### src/fmpc_pkg.sv
// fmpc_pkg: constants for the host-side controller of a parallel nor flash
// assumes a 200 MHz core clock; no software-visible registers
package fmpc_pkg;
  localparam int          CLK_PERIOD_NS   = 5;
  // shortest strobe phase, so pulses never look like device glitches
  localparam int          GLITCH_NS       = 5;
  localparam int          GLITCH_CYC      = (GLITCH_NS + CLK_PERIOD_NS - 1) / CLK_PERIOD_NS;
  // each strobe phase length in cycles (setup, strobe low, hold)
  localparam logic [3:0]  PHASE_CYC       = 4'(GLITCH_CYC + 3);
  localparam int          ADDR_W          = 20;
  localparam int          SECT_LSB        = 16;
  localparam int          GRP_LSB         = 17;
  localparam int          A6_POS          = 6;
  // reset command data byte, address is a don't care
  localparam logic [7:0]  RESET_CMD       = 8'hf0;
  // identifier read selectors on address bits 1..0
  localparam logic [1:0]  ID_SEL_MAKER    = 2'h0;
  localparam logic [1:0]  ID_SEL_PART     = 2'h1;
  localparam logic [1:0]  ID_SEL_PROT     = 2'h2;
  localparam logic [7:0]  PROT_FREE_CODE  = 8'h00;
  // operation codes on the command port
  localparam logic [1:0]  OP_READ         = 2'h0;
  localparam logic [1:0]  OP_WRITE        = 2'h1;
  localparam logic [1:0]  OP_ID_READ      = 2'h2;
  localparam logic [1:0]  OP_RESET        = 2'h3;
  typedef enum logic [4:0] {
    FMPC_IDLE  = 5'b00001,
    FMPC_SETUP = 5'b00010,
    FMPC_STRB  = 5'b00100,
    FMPC_HOLD  = 5'b01000,
    FMPC_DONE  = 5'b10000
  } fmpc_state_t;
endpackage

### src/fmpc_ctrl.sv
// fmpc_ctrl: host controller driving a parallel nor flash over its pins
// assumes device pins are external; data pins resolved by the testbench
`timescale 1ns/1ps
`default_nettype none
// Contract
// - identifier read drives id line high, a6 low, a1..a0 select code.
// - write only with cs low, we low, oe high; host keeps to it.
// - identifier mode persists until host writes the reset command.
// - after timing-limit error host must write reset command.
module fmpc_ctrl
  import fmpc_pkg::*;
(
  // clock and reset
  input  wire logic                CORE_CLK_I,
  input  wire logic                ARST_N_I,
  // command port
  input  wire logic                REQ_I,
  input  wire logic [1:0]          OP_I,
  input  wire logic [ADDR_W-1:0]   ADDR_I,
  input  wire logic [7:0]          WDATA_I,
  output logic                     BUSY_O,
  output logic                     DONE_O,
  output logic [7:0]               RDATA_O,
  output logic [3:0]               SECTOR_INDEX_O,
  output logic [2:0]               PROTECTION_GROUP_ADDRESS_O,
  output logic                     PROT_O,
  // flash pins
  output logic [ADDR_W-1:0]        FLASH_ADDR_O,
  output logic                     FLASH_CS_N_O,
  output logic                     FLASH_OE_N_O,
  output logic                     FLASH_WE_N_O,
  output logic                     ID_VOLTAGE_ADDRESS_LINE_O,
  input  wire logic [7:0]          DATA_PINS_I,
  output logic [7:0]               DATA_PINS_O,
  output logic                     DATA_PINS_OE_O
);
  import fmpc_pkg::*;

  fmpc_state_t         state_r, state_nxt;
  logic [3:0]          cnt_r;
  logic [1:0]          op_r;
  logic [ADDR_W-1:0]   addr_r;
  logic [7:0]          wdata_r;
  logic [7:0]          d_s1_r, d_s2_r;
  logic [7:0]          rdata_r;
  logic                prot_r;
  logic                done_r;

  // request not yet captured in idle, so the take edge decodes the inputs;
  // otherwise the first setup cycle shows the previous operation's pins
  wire              in_idle   = (state_r == FMPC_IDLE);
  wire [1:0]        op_cur    = in_idle ? OP_I : op_r;
  wire [ADDR_W-1:0] addr_cur  = in_idle ? ADDR_I : addr_r;
  wire [7:0]        wdata_cur = in_idle ? WDATA_I : wdata_r;
  // decoding of the operation
  wire is_write = (op_cur == OP_WRITE) || (op_cur == OP_RESET);
  wire is_id    = (op_cur == OP_ID_READ);
  wire phase_end = (cnt_r == PHASE_CYC - 4'h1);
  // reset command carries fixed data; address is don't care
  wire [7:0] wr_byte = (op_cur == OP_RESET) ? RESET_CMD : wdata_cur;
  // identifier reads force a6 low and keep caller's a1..a0 and top bits
  wire [ADDR_W-1:0] pin_addr = is_id ? (addr_cur & ~(ADDR_W'(1) << A6_POS))
                                     : addr_cur;

  // next state
  always_comb begin
    state_nxt = state_r;
    case (state_r)
      FMPC_IDLE:  if (REQ_I) state_nxt = FMPC_SETUP;
      FMPC_SETUP: if (phase_end) state_nxt = FMPC_STRB;
      FMPC_STRB:  if (phase_end) state_nxt = FMPC_HOLD;
      FMPC_HOLD:  if (phase_end) state_nxt = FMPC_DONE;
      FMPC_DONE:  state_nxt = FMPC_IDLE;
      default:    state_nxt = FMPC_IDLE;
    endcase
  end

  // sequencer and request capture
  always_ff @(posedge CORE_CLK_I or negedge ARST_N_I) begin
    if (!ARST_N_I) begin
      state_r <= FMPC_IDLE;
      cnt_r   <= 4'h0;
      op_r    <= OP_READ;
      addr_r  <= '0;
      wdata_r <= 8'h00;
    end else begin
      state_r <= state_nxt;
      cnt_r   <= (state_r != state_nxt || state_r == FMPC_IDLE) ? 4'h0 : cnt_r + 4'h1;
      if (state_r == FMPC_IDLE && REQ_I) begin
        op_r    <= OP_I;
        addr_r  <= ADDR_I;
        wdata_r <= OP_I == OP_RESET ? 8'h00 : WDATA_I;
      end
    end
  end

  // pin drive: cs and oe/we framed inside address setup and hold
  always_ff @(posedge CORE_CLK_I or negedge ARST_N_I) begin
    if (!ARST_N_I) begin
      FLASH_ADDR_O              <= '0;
      FLASH_CS_N_O              <= 1'b1;
      FLASH_OE_N_O              <= 1'b1;
      FLASH_WE_N_O              <= 1'b1;
      ID_VOLTAGE_ADDRESS_LINE_O <= 1'b0;
      DATA_PINS_O               <= 8'h00;
      DATA_PINS_OE_O            <= 1'b0;
    end else begin
      FLASH_ADDR_O              <= (state_nxt == FMPC_IDLE) ? FLASH_ADDR_O : pin_addr;
      FLASH_CS_N_O              <= !(state_nxt == FMPC_STRB);
      // write: oe stays high while cs and we low; read: we stays high
      FLASH_OE_N_O              <= !(state_nxt == FMPC_STRB && !is_write);
      FLASH_WE_N_O              <= !(state_nxt == FMPC_STRB && is_write);
      ID_VOLTAGE_ADDRESS_LINE_O <= is_id && state_nxt != FMPC_IDLE && state_nxt != FMPC_DONE;
      DATA_PINS_O               <= wr_byte;
      // drive data through setup..hold so it is stable at the rising edge
      DATA_PINS_OE_O            <= is_write && state_nxt != FMPC_IDLE
                                   && state_nxt != FMPC_DONE;
    end
  end

  // read data synchroniser
  always_ff @(posedge CORE_CLK_I or negedge ARST_N_I) begin
    if (!ARST_N_I) begin
      d_s1_r <= 8'h00;
      d_s2_r <= 8'h00;
    end else begin
      d_s1_r <= DATA_PINS_I;
      d_s2_r <= d_s1_r;
    end
  end

  // sample at the end of the hold phase; result and status outputs
  always_ff @(posedge CORE_CLK_I or negedge ARST_N_I) begin
    if (!ARST_N_I) begin
      rdata_r <= 8'h00;
      prot_r  <= 1'b0;
      done_r  <= 1'b0;
    end else begin
      done_r <= (state_nxt == FMPC_DONE);
      if (state_r == FMPC_HOLD && phase_end && !is_write) begin
        rdata_r <= d_s2_r;
        // nonzero status byte means the group is protected
        if (is_id && addr_r[1:0] == ID_SEL_PROT)
          prot_r <= (d_s2_r != PROT_FREE_CODE);
      end
    end
  end

  assign RDATA_O = rdata_r;
  assign DONE_O  = done_r;
  assign PROT_O  = prot_r;

  // busy and decoded address fields
  always_ff @(posedge CORE_CLK_I or negedge ARST_N_I) begin
    if (!ARST_N_I) begin
      BUSY_O                     <= 1'b0;
      SECTOR_INDEX_O             <= 4'h0;
      PROTECTION_GROUP_ADDRESS_O <= 3'h0;
    end else begin
      BUSY_O                     <= (state_nxt != FMPC_IDLE);
      SECTOR_INDEX_O             <= addr_r[ADDR_W-1:SECT_LSB];
      PROTECTION_GROUP_ADDRESS_O <= addr_r[ADDR_W-1:GRP_LSB];
    end
  end

  // never write with oe low
  property p_wr_oe;
    @(posedge CORE_CLK_I) disable iff (!ARST_N_I)
      !FLASH_WE_N_O |-> (FLASH_OE_N_O && !FLASH_CS_N_O);
  endproperty
  a_wr_oe: assert property (p_wr_oe) else $error("write with oe low");

  // strobe low lasts whole phase, longer than glitch limit
  property p_strobe_len;
    @(posedge CORE_CLK_I) disable iff (!ARST_N_I)
      $fell(FLASH_CS_N_O) |-> !FLASH_CS_N_O [*4];
  endproperty
  a_strobe_len: assert property (p_strobe_len) else $error("strobe too short");

  // data driven while oe is low is forbidden
  property p_no_drive_read;
    @(posedge CORE_CLK_I) disable iff (!ARST_N_I)
      !FLASH_OE_N_O |-> !DATA_PINS_OE_O;
  endproperty
  a_no_drive_read: assert property (p_no_drive_read) else $error("bus contention");

  // identifier reads keep a6 low
  property p_id_a6;
    @(posedge CORE_CLK_I) disable iff (!ARST_N_I)
      (ID_VOLTAGE_ADDRESS_LINE_O && !FLASH_CS_N_O) |-> !FLASH_ADDR_O[A6_POS];
  endproperty
  a_id_a6: assert property (p_id_a6) else $error("a6 high in id read");

  // data held one cycle beyond we rising edge
  property p_data_hold;
    @(posedge CORE_CLK_I) disable iff (!ARST_N_I)
      $rose(FLASH_WE_N_O) |-> DATA_PINS_OE_O && $stable(DATA_PINS_O);
  endproperty
  a_data_hold: assert property (p_data_hold) else $error("data hold lost");

  // reset command always carries its fixed data byte
  property p_reset_byte;
    @(posedge CORE_CLK_I) disable iff (!ARST_N_I)
      (!FLASH_WE_N_O && op_r == OP_RESET) |-> (DATA_PINS_O == RESET_CMD);
  endproperty
  a_reset_byte: assert property (p_reset_byte) else $error("reset byte wrong");

  // identifier read strobes with high voltage applied and oe low
  property p_id_hv;
    @(posedge CORE_CLK_I) disable iff (!ARST_N_I)
      (!FLASH_CS_N_O && op_r == OP_ID_READ)
      |-> (ID_VOLTAGE_ADDRESS_LINE_O && !FLASH_OE_N_O);
  endproperty
  a_id_hv: assert property (p_id_hv) else $error("id read without high voltage");

  // address holds still for the whole strobe
  property p_addr_steady;
    @(posedge CORE_CLK_I) disable iff (!ARST_N_I)
      (!FLASH_CS_N_O && !$fell(FLASH_CS_N_O)) |-> $stable(FLASH_ADDR_O);
  endproperty
  a_addr_steady: assert property (p_addr_steady) else $error("address moved in strobe");
endmodule
`default_nettype wire

### config.mk
export PLATFORM = sky130hd
export DESIGN_NAME = fmpc_ctrl
export DESIGN_NICKNAME = d
export VERILOG_FILES = /design/src/fmpc_pkg.sv /design/src/fmpc_ctrl.sv
export SDC_FILE = /design/constraint.sdc
export NUM_CORES = 1
export LEC_CHECK = 0
export BUFFER_PORTS_ARGS = -buffer_cell sky130_fd_sc_hd__buf_4
export CORE_ASPECT_RATIO = 1.4
export CORE_UTILIZATION = 58
export CTS_CLUSTER_DIAMETER = 100
export CTS_CLUSTER_SIZE = 20
export DETAILED_ROUTE_END_ITERATION = 10
export HOLD_SLACK_MARGIN = 0.03
export PLACE_DENSITY = 0.85
export SLEW_MARGIN = 20
export SYNTH_ARGS = -nofsm -noshare
export SYNTH_HDL_FRONTEND = slang
export SYNTH_SLANG_ARGS = --single-unit
### constraint.sdc
create_clock -name CORE_CLK_I -period 6.45 [get_ports CORE_CLK_I]
set_input_delay 1.29 -clock CORE_CLK_I [delete_from_list [all_inputs] [get_ports CORE_CLK_I]]
set_output_delay 1.29 -clock CORE_CLK_I [all_outputs]
set_load 0.02 [all_outputs]
## After elaboration in Yosys (flattened, before gate mapping)

Index checks and enable logic that the tools add are counted.

| word-level totals | value |
|---|---|
| output and inout port bits | 51 |
| word-level logic and storage cells | 67 |
| bits in registers | 106 |
| input bits | 41 |

| cells by class | value |
|---|---|
| eq/ne operators | 16 |
| add/sub/neg operators | 1 |
| reduce and logical (&&, ||, !) cells | 18 |
| muxes and demuxes | 12 |

Operators by type and width:

| kind | count |
|---|---|
| 8-bit 2-to-1 mux | 3 |
| 20-bit 2-to-1 mux | 1 |
| 5-bit 2-to-1 mux | 4 |
| 5-bit case mux with 4 select lines | 1 |
| 5-bit by 1-bit equality test with 1-bit output (second input constant) | 2 |
| 5-bit by 3-bit equality test with 1-bit output (second input constant) | 2 |
| 1-bit logical AND | 10 |
| 2-bit equality test (second input constant) | 4 |
| 8-bit nonzero test | 1 |
| 7-bit 2-to-1 mux | 1 |
| 5-bit by 2-bit equality test with 1-bit output (second input constant) | 1 |
| 5-bit by 4-bit equality test with 1-bit output (second input constant) | 1 |
| 5-bit equality test (second input constant) | 1 |
| 5-bit by 1-bit != test with 1-bit output (second input constant) | 1 |
| 5-bit != test | 1 |
| 5-bit != test (second input constant) | 1 |
| 4-bit by 1-bit adder with 4-bit output (second input constant) | 1 |
| 4-bit by 2-bit equality test with 1-bit output (second input constant) | 1 |
| 1-bit logical NOT | 4 |
| 4-bit 2-to-1 mux | 1 |
| 2-bit by 1-bit equality test with 1-bit output (second input constant) | 1 |
| 1-bit logical OR | 2 |
| 2-bit 2-to-1 mux | 1 |
| 2-bit AND reduction | 1 |

## Logic depth before layout (Yosys ltp)

Gate-level depths: netlist of the first run.

| logic depth | value |
|---|---|
| depth in word-level cells | 7 |
| mapped depth | 8 |
| depth with buffers taken out | 5 |

## Worst setup path after synthesis of the first run

No wires, ideal clock.

| path | value |
|---|---|
| path type | input to register |
| from | in REQ_I |
| to | reg FLASH_ADDR_O[10] |
| path slack | 3.894 ns |
| arrival time | 2.431 ns |
| cell stages on the path | 5 |
| data required time | 6.325 ns |
| cells stage by stage | and3b_1 o21bai_1 a221oi_2 buf_2 mux2_2 |

| between the ends | value |
|---|---|
| word-level cells in the longest chain between the ends | 3 |

RTL lines:

| element | RTL line | RTL |
|---|---|---|
| start: declaration | fmpc_ctrl.sv:17 | `input wire logic REQ_I,` |
| 5-bit 2-to-1 mux | fmpc_ctrl.sv:69 | `FMPC_IDLE: if (REQ_I) state_nxt = FMPC_SETUP;` |
| 5-bit case mux with 4 select lines | fmpc_ctrl.sv:68 | `case (state_r)` |
| 5-bit by 1-bit equality test with 1-bit output | fmpc_ctrl.sv:108 | `FLASH_ADDR_O <= (state_nxt == FMPC_IDLE) ? FLASH_ADDR_O : pin_addr;` |
| end signal: assignment | fmpc_ctrl.sv:108 |  |
| end: declaration | fmpc_ctrl.sv:28 | `output logic [ADDR_W-1:0] FLASH_ADDR_O,` |

No other way between the ends.
A chain may end at the register's enable or synchronous reset.

## Worst setup path after layout of the first run

| path | value |
|---|---|
| from | in REQ_I |
| to | reg FLASH_ADDR_O[5] |

The elaborated chain is that of the path after synthesis.

==> results of run 1 <==
cell usage in the layout, fill, tap and decap left out:
master      count
a2111oi_1       1
a21oi_1         7
a221oi_4        1
and2_2          1
and3b_1         1
and4b_1         1
buf_4          93
buf_6           1
bufinv_16       1
clkbuf_8       10
clkinvlp_4      1
dfrtp_1        99
dfstp_2         4
ha_1            1
inv_1           5
inv_6           4
mux2_1          1
mux2_2         68
mux2i_1         2
nand2_1        40
nand2b_1        3
nand3_1         7
nand3b_1        2
nor2_1          9
nor2b_1         2
nor3_1          4
nor3b_1         1
nor4_1          3
nor4_4          2
o2111ai_1       3
o21ai_0        13
o21bai_1        1
or3_1           1
or3b_1          1
xnor2_1         1
xor2_1          2
final cells by class:
type | count | area [µm²]
Clock inverter | 6 | 72.6
Multi-Input combinational cell | 179 | 1400
Clock buffer | 10 | 138
Timing Repair Buffer | 94 | 709
Tap cell | 92 | 115
Sequential cell | 103 | 2580
Inverter | 5 | 18.8
Fill cell | 450 | 1660
worst max-delay path, stage by stage:
cell and delay [ns]:
buf_4 0.09, and3b_1 0.17, o21bai_1 0.12, a221oi_4 0.73
buf_6 0.24, mux2_2 0.34
kinds of logic after synthesis:
group	share of synthesized area, %
AND/OR/NAND/NOR	9.62
flip-flops	63.1
multiplexers	19.5
AO/OA/AOI/OAI	3.88
adder cells (fa/ha/maj)	0.305
XOR/XNOR	0.642
buffers and inverters	3.02
state kept, by name (all words and copies together), names as in the netlist, 2 cells and up:
name                        flops
d_s2_r                          8
addr_r                         20
d_s1_r                          8
PROTECTION_GROUP_ADDRESS_O      3
wdata_r                         8
state_r                         5
cnt_r                           4
RDATA_O                         8
DATA_PINS_O                     8
FLASH_ADDR_O                   20
op_r                            2
metrics by stage:
stage | power (mW) | utilization [%] | cells | hold slack (ns) | area (µm²)
3_3_place_gp | 1.88 | 71.9 | 472 | 0.333 | 4810
6_report | 2.32 | 75.2 | 489 | 0.357 | 5040
5_1_grt | 2.45 | 75.2 | 489 | 0.366 | 5040
3_5_place_dp | 1.93 | 72.0 | 473 | 0.335 | 4830
4_1_cts | 2.35 | 75.2 | 489 | 0.359 | 5040
2_1_floorplan | 1.62 | - | 305 | 0.331 | 4100
power by group:
group          internal, mW  switching, mW
logic                 0.460          0.457
registers             0.864          0.122
clock network         0.196          0.223
total                  1.52          0.802
worst min-delay path by stage:
stage / endpoint / slack [ns] / from / cells past startpoint
after floorplan: d_s2_r[0] / 0.33 / d_s1_r[0] / 0
after global placement: d_s2_r[2] / 0.33 / d_s1_r[2] / 0
after detailed placement: d_s2_r[4] / 0.33 / d_s1_r[4] / 0
after CTS: d_s2_r[5] / 0.36 / d_s1_r[5] / 0
after global routing: d_s2_r[1] / 0.37 / d_s1_r[1] / 0
final: d_s2_r[5] / 0.36 / d_s1_r[5] / 0
routing by layer:
metal,vias to the layer above,wire (µm)
met5,-,0
met4,0,119
met3,10,318
met2,61,3950
met1,1315,3140
li1,1215,-
==> flow_metrics.tcl, run 1 <==
set metrics [dict create \
    status "completed" \
    grt_use_met3_pct 4.78 \
    drt_pass1_iterations 4 \
    hold_viol_final 0 \
    layout_setup_ws_ns 3.72 \
    nNetsFinal 434 \
    synth_commonest_cells "99 x dfrtp_1, 68 x mux2_2, 40 x nand2_1" \
    synth.top_cells.by_area "dfrtp_1 60%, mux2_2 19%, nand2_1 3.7%" \
    syn-mean-instance-area_um2 13.4 \
    io_pins 92 \
    synth.most_common_cell "dfrtp_1" \
    drc 0 \
    cp_max_fo 15 \
    cts_hold_buffers 0 \
    yosys.area.top_type "dfrtp_1" \
    timing.rr.end "op_r[0]" \
    yosysSeqAreaShare_pct 63.1 \
    fmax_mhz 366 \
    synth_enable_flop_cells 0 \
    ys_types 34 \
    skew_ns 0.00985 \
    ys.flop_type "dfrtp_1" \
    setup_tns_ns 0 \
    rows 35 \
    antenna_found_initial 0 \
    p_per_area_mw_per_mm2 461 \
    grt_overflow 0 \
    wl_per_cell_um 15.4 \
    cts_htree_levels 3 \
    grt_use_total_pct 22.6 \
    core_mm2 0.00670 \
    leakage_nw 2.37 \
    portBuffers 91 \
    max-clock-path-buffers 2 \
    fin_crit_sh_pct 42.4 \
    cts.repair.resized 0 \
    syn_area_mm2 0.00410 \
    gr-max-usage-layer "met2" \
    synth_fp_nets 347 \
    start_util_pct 61.1 \
    timing.rr.start "state_r[2]" \
    finalCriticalPeriod_ns 2.73 \
    die-area_mm2 0.00741 \
    clkSlewWorstSetupHoldPaths_ns 0.10 \
    endpoint "FLASH_ADDR_O[5]" \
    hold_class "flip-flop to flip-flop" \
    worstPathRequired_ns 6.69 \
    drive_above_1_share_pct 46.9 \
    arrival_ns 2.98 \
    via_per_inst 5.32 \
    ys_seq_elements 103 \
    area_delta_synth_final_pct 23.0 \
    cts_setup_buffers 0 \
    ir_drop_mv 0.310 \
    grt_util_met1_pct 29.8 \
    hpwl_mm 5.29 \
    vias 2601 \
    cts_tree "done" \
    grt_pass1_wl_mm 12.5 \
    slew_viol_final 0 \
    gp_congestion 0.797 \
    rrSetupSlack_ns 3.97 \
    r2r_cells 4 \
    wirelength_mm 7.52 \
    clock_sinks 103 \
    async_flop_share_pct 100 \
    cp-startpoint "REQ_I" \
    grtUsageMet2_pct 36.7 \
    die_h_um 101 \
    slew_headroom_pct 44.3 \
    drt_iter0_drc 222 \
    antenna_cells 0 \
    final_antenna_net_count 0 \
    netlist.area_leader.share_pct 60.5 \
    postSynthCellCount 305 \
    clockRootBuffer "clkbuf_8" \
    rsz0062_at_grt "no" \
    clock_latency_ns 0.36 \
    grt_max_degree 67 \
    dp_slack_ns 3.32 \
    numCtsBuffers 9 \
    max_slew.worst_pin.slew_ns 0.835 \
    maxCapViolCount 0 \
    ys_warn_count 0 \
    crit_path_start_kind "primary input" \
    setup_viol 0 \
    path_class "primary input to flip-flop" \
    grt_pass1_vias 2666 \
    cp-end-kind "flip-flop" \
    die_w_um 73.0 \
]
No activity file was read; power rests on OpenSTA's default activity.
==> run 2, diff against run 1 <==
--- a/config.mk
+++ b/config.mk
@@ -7,12 +7,12 @@
 export LEC_CHECK = 0
 export BUFFER_PORTS_ARGS = -buffer_cell sky130_fd_sc_hd__buf_4
 export CORE_ASPECT_RATIO = 1.4
-export CORE_UTILIZATION = 58
+export CORE_UTILIZATION = 48
 export CTS_CLUSTER_DIAMETER = 100
 export CTS_CLUSTER_SIZE = 20
 export DETAILED_ROUTE_END_ITERATION = 10
 export HOLD_SLACK_MARGIN = 0.03
-export PLACE_DENSITY = 0.85
+export PLACE_DENSITY = 0.75
 export SLEW_MARGIN = 20
 export SYNTH_ARGS = -nofsm -noshare
 export SYNTH_HDL_FRONTEND = slang
==> constraint.sdc (replaced) <==
create_clock -name CORE_CLK_I -period 2.36 [get_ports CORE_CLK_I]
set_input_delay 0.472 -clock CORE_CLK_I [delete_from_list [all_inputs] [get_ports CORE_CLK_I]]
set_output_delay 0.472 -clock CORE_CLK_I [all_outputs]
set_load 0.02 [all_outputs]
==> run 2 against run 1 <==
Net effect:
- critical path depth shrank 1
- hold slack worse by 0.30 ns
- sequential cell count is the same
- routed wire length up 4.0%
- first-iteration DRC count down 42%
- via count down 1.0%
- sequential power rose to 2.7 times the previous value
- critical endpoint is now RDATA_O[1]
==> flow_metrics.tcl, run 2 (synthesized netlist as in run 1, its figures left out) <==
set metrics [dict create \
    status "completed" \
    hold_viol_final 0 \
    drc 0 \
    grt_pass1_wl_mm 13.0 \
    arrival_ns 2.23 \
    grt_max_degree 75 \
    p_per_area_mw_per_mm2 1280 \
    clock_sinks 103 \
    finalCriticalPeriod_ns 2.01 \
    fmax_mhz 498 \
    drt_iter0_drc 129 \
    area_delta_synth_final_pct 26.2 \
    antenna_cells 0 \
    final_cell_mix "99 x dfrtp_1, 97 x buf_4, 68 x mux2_2, 40 x nand2_1, 13 x o21ai_0" \
    timing.rr.start "cnt_r[0]" \
    die_w_um 80.1 \
    worstPathRequired_ns 2.58 \
    skew_ns 0.00381 \
    grt_overflow 0 \
    via_per_inst 5.12 \
    drt_pass1_iterations 4 \
    setup_viol 0 \
    max_slew.worst_pin.slew_ns 0.433 \
    portBuffers 91 \
    cp-end-kind "flip-flop" \
    cts_tree "done" \
    cts_hold_buffers 0 \
    clkSlewWorstSetupHoldPaths_ns 0.06 \
    fin_hold_ws_ns 0.0546 \
    cts_htree_levels 3 \
    cts_setup_buffers 0 \
    start_util_pct 50.0 \
    rsz0062_at_grt "no" \
    die-area_mm2 0.00891 \
    clockRootBuffer "clkbuf_16" \
    final_common_cell "dfrtp_1" \
    top_regs "FLASH_ADDR_O: 20 flops, addr_r: 20 flops" \
    final_antenna_net_count 0 \
    slew_viol_final 0 \
    crit_path_start_kind "flip-flop" \
    drive_above_1_share_pct 46.9 \
    grt_pass1_vias 2658 \
    nNetsFinal 439 \
    die_h_um 111 \
    core_mm2 0.00820 \
    wirelength_mm 7.82 \
    numCtsBuffers 9 \
    ir_drop_mv 0.668 \
    max-clock-path-buffers 2 \
    leakage_nw 2.42 \
    vias 2575 \
    fin_crit_sh_pct 85.2 \
    clock_latency_ns 0.34 \
    gp_congestion 0.811 \
    cp_max_fo 8 \
    maxCapViolCount 0 \
    hold_class "primary input to async pin" \
    path_class "flip-flop to flip-flop" \
    rows 39 \
    n_fill_cell 668 \
    setup_tns_ns 0 \
    antenna_found_initial 0 \
    hpwl_mm 5.51 \
    wl_per_cell_um 15.6 \
    io_pins 92 \
    grt_use_total_pct 19.5 \
    cp-startpoint "cnt_r[0]" \
    slew_headroom_pct 71.1 \
    cts.repair.resized 0 \
]
[run 2: final cells by class]
| cell class | count | area [µm²] | area share [%] |
|---|---|---|---|
| clock buffers | 12 | 246 | 4.77 |
| clock inverters | 3 | 20.0 | 0.387 |
| inverters | 5 | 18.8 | 0.363 |
| multi-input cells | 179 | 1410 | 27.2 |
| flip-flops and latches | 103 | 2580 | 50.0 |
| well taps | 102 | 128 | 2.47 |
| repair buffers | 99 | 768 | 14.9 |
[run 2: per-layer routing]
layer  vias up  GRT usage (%)  part of all wire [%]
li1       1232              -                     -
met1      1280           23.9                    41
met2        50           31.8                    53
met3        13           5.10                   4.1
met4         0           8.57                   1.9
met5         -              0                     0
[run 2: worst paths after layout]
kind,to,slack [ns],cells after the start
max,RDATA_O[1],0.35,5
min,addr_r[17],0.05,1
max reg2reg,RDATA_O[1],0.35,5
min reg2reg,d_s2_r[6],0.35,0
max in group asynchronous,state_r[0],1.57,2
min in group CORE_CLK_I,d_s1_r[5],0.24,1
[run 2: power by group]
group	internal, mW	switching (mW)
logic	1.31	1.25
registers	2.37	0.345
clock network	0.736	0.598
[run 2: critical path: stages (launching register included)]
cell	delay, ns
dfrtp_1	0.37
ha_1	0.20
or3b_1	0.50
nor4_4	0.27
buf_4	0.22
mux2_2	0.34
[run 2: per-stage QoR]
step                      cell area (µm²)  cells  power [mW]  setup WS, ns  utilization, %
after floorplan                      4100    305        4.42         0.283               -
after global placement               4900    488        5.26         0.375            59.8
after detailed placement             4900    488        5.36         0.347            59.8
after CTS                            5170    503        6.71         0.345            63.0
after global routing                 5170    503        7.01         0.198            63.0
final                                5170    503        6.61         0.350            63.0
==> run 3, diff against run 2 <==
==> constraint.sdc (replaced) <==
create_clock -name CORE_CLK_I -period 2.36 [get_ports CORE_CLK_I]
set_input_delay 0.236 -clock CORE_CLK_I [delete_from_list [all_inputs] [get_ports CORE_CLK_I]]
set_output_delay 0.236 -clock CORE_CLK_I [all_outputs]
set_load 0.02 [all_outputs]
==> run 3 against run 2 <==
Net effect:
- power is 3.6% higher
- routed wire length is 3.8% higher
- non-clock buffer count is 9 higher
- critical endpoint is now RDATA_O[2]
- final cell count is 1.8% higher
==> flow_metrics.tcl, run 3 (synthesized netlist as in run 1, its figures left out) <==
set metrics [dict create \
    antenna_found_initial 0 \
    dp_slack_ns 0.344 \
    antenna_cells 0 \
    cts_tree "done" \
    drive_above_1_share_pct 46.3 \
    io_pins 92 \
    final_design_area_no_fill_mm2 0.00531 \
    gp_congestion 0.814 \
    fin_crit_sh_pct 85.9 \
    clockRootBuffer "clkbuf_16" \
    clock_latency_ns 0.34 \
    cts_htree_levels 3 \
    grt_use_total_pct 20.2 \
    nNetsFinal 448 \
    core_mm2 0.00820 \
    p_per_area_mw_per_mm2 1290 \
    slew_viol_final 0 \
    die-area_mm2 0.00891 \
    cp-end-kind "flip-flop" \
    vias 2635 \
    arrival_ns 2.25 \
    grt_pass1_vias 2820 \
    top_regs "FLASH_ADDR_O: 20 flops, addr_r: 20 flops" \
    numCtsBuffers 9 \
    final_antenna_net_count 0 \
    max_slew.worst_pin.slew_ns 0.449 \
    grt_max_degree 74 \
    maxCapViolCount 0 \
    grt_pass1_wl_mm 13.4 \
    clkSlewWorstSetupHoldPaths_ns 0.06 \
    rows 39 \
    hold_class "primary input to flip-flop" \
    via_per_inst 5.15 \
    area_delta_synth_final_pct 29.7 \
    skew_ns 0.00524 \
    drt_iter0_drc 160 \
    cp_max_fo 8 \
    n_fill_cell 635 \
    crit_path_start_kind "flip-flop" \
    portBuffers 91 \
    fmax_mhz 494 \
    wirelength_mm 8.12 \
    dp.cells 488 \
    ir_drop_mv 0.775 \
    crit_buf_inv 1 \
    placed_area_mm2 0.00490 \
    final_common_cell "dfrtp_1" \
    setup_tns_ns 0 \
    max-clock-path-buffers 2 \
    hold_viol_final 0 \
    drc 0 \
    setup_viol 0 \
    hpwl_mm 5.51 \
    finalPower_mw 6.85 \
    layout_setup_ws_ns 0.334 \
    die_h_um 111 \
    rsz0062_at_grt "no" \
    status "completed" \
    wl_per_cell_um 15.9 \
    path_class "flip-flop to flip-flop" \
    finalCriticalPeriod_ns 2.03 \
    leakage_nw 2.49 \
    fin_cells 512 \
    drt_pass1_iterations 4 \
    slowest_delay_ns 0.49 \
    slew_headroom_pct 70.1 \
    worstPathCellList "ha_1 -> or3b_1 -> nor4_4 -> buf_4 -> mux2_2" \
    worstPathRequired_ns 2.59 \
    clock_sinks 103 \
    final_cell_mix "99 x dfrtp_1, 97 x buf_4, 68 x mux2_2, 40 x nand2_1, 13 x o21ai_0" \
    die_w_um 80.1 \
    critPathTopFamily "simple AND/OR/NAND/NOR gates" \
    start_util_pct 50.0 \
    grt_overflow 0 \
    critPathSlowestCell "or3b_1" \
]
==> run 3: changes by cell type in the layout (fill, tap and decap cells not counted), sizes merged <==
cell | before | now
bufinv | 0 | 1
clkbuf | 12 | 13
clkinv | 1 | 0
clkinvlp | 2 | 1
dlygate4sd3 | 0 | 9
==> run 3: through the flow <==
step | utilization, % | hold WS, ns
final | 64.8 | 0.115
after global placement | 59.8 | 0.187
after CTS | 64.8 | 0.103
after floorplan | - | -0.0596
after detailed placement | 59.8 | 0.194
after global routing | 64.8 | 0.122
==> run 3: timing repair <==
item | CTS | global route
hold buffers | 9 | 0
endpoints found under the hold margin | 38 | 0
resized for setup | 0 | 0
buffers inserted | 0 | 0
==> run 3: report_power, final <==
part	leakage [nW]	switching, mW	internal (mW)
clock network	0.154	0.603	0.931
registers	1.26	0.350	2.37
logic	1.07	1.28	1.32
total	2.49	2.23	4.62
==> run 3: worst paths after layout <==
check,from,end,slack [ns],cells past startpoint
setup reg to reg,cnt_r[0],RDATA_O[2],0.33,5
min in group asynchronous,ARST_N_I,FLASH_ADDR_O[13],0.37,2
setup / recovery,cnt_r[0],RDATA_O[2],0.33,5
max in group asynchronous,ARST_N_I,state_r[0],1.25,3
hold reg to reg,d_s1_r[4],d_s2_r[4],0.35,0
hold / removal,WDATA_I[4],DATA_PINS_O[4],0.12,3
==> run 3: tightest hold or removal path, stage by stage <==
cell and delay, ns:
buf_4 0.08, nand2_1 0.04, nand3_1 0.06
==> run 3: cell type report <==
| cell class | count | area (µm²) | area share (%) |
|---|---|---|---|
| sequential | 103 | 2580 | 48.6 |
| clock buffer | 13 | 280 | 5.28 |
| inverter | 5 | 18.8 | 0.353 |
| tap | 102 | 128 | 2.40 |
| clock inverter | 2 | 37.5 | 0.707 |
| timing repair buffer | 108 | 858 | 16.2 |
| multi-input combinational | 179 | 1410 | 26.5 |
==> run 3: metal layers <==
| layer | part of all wire [%] | global-route usage [%] |
|---|---|---|
| met1 | 40 | 24.7 |
| met3 | 3.8 | 3.54 |
| met4 | 2.3 | 11.4 |
| met2 | 54 | 33.3 |
| met5 | 0 | 0 |
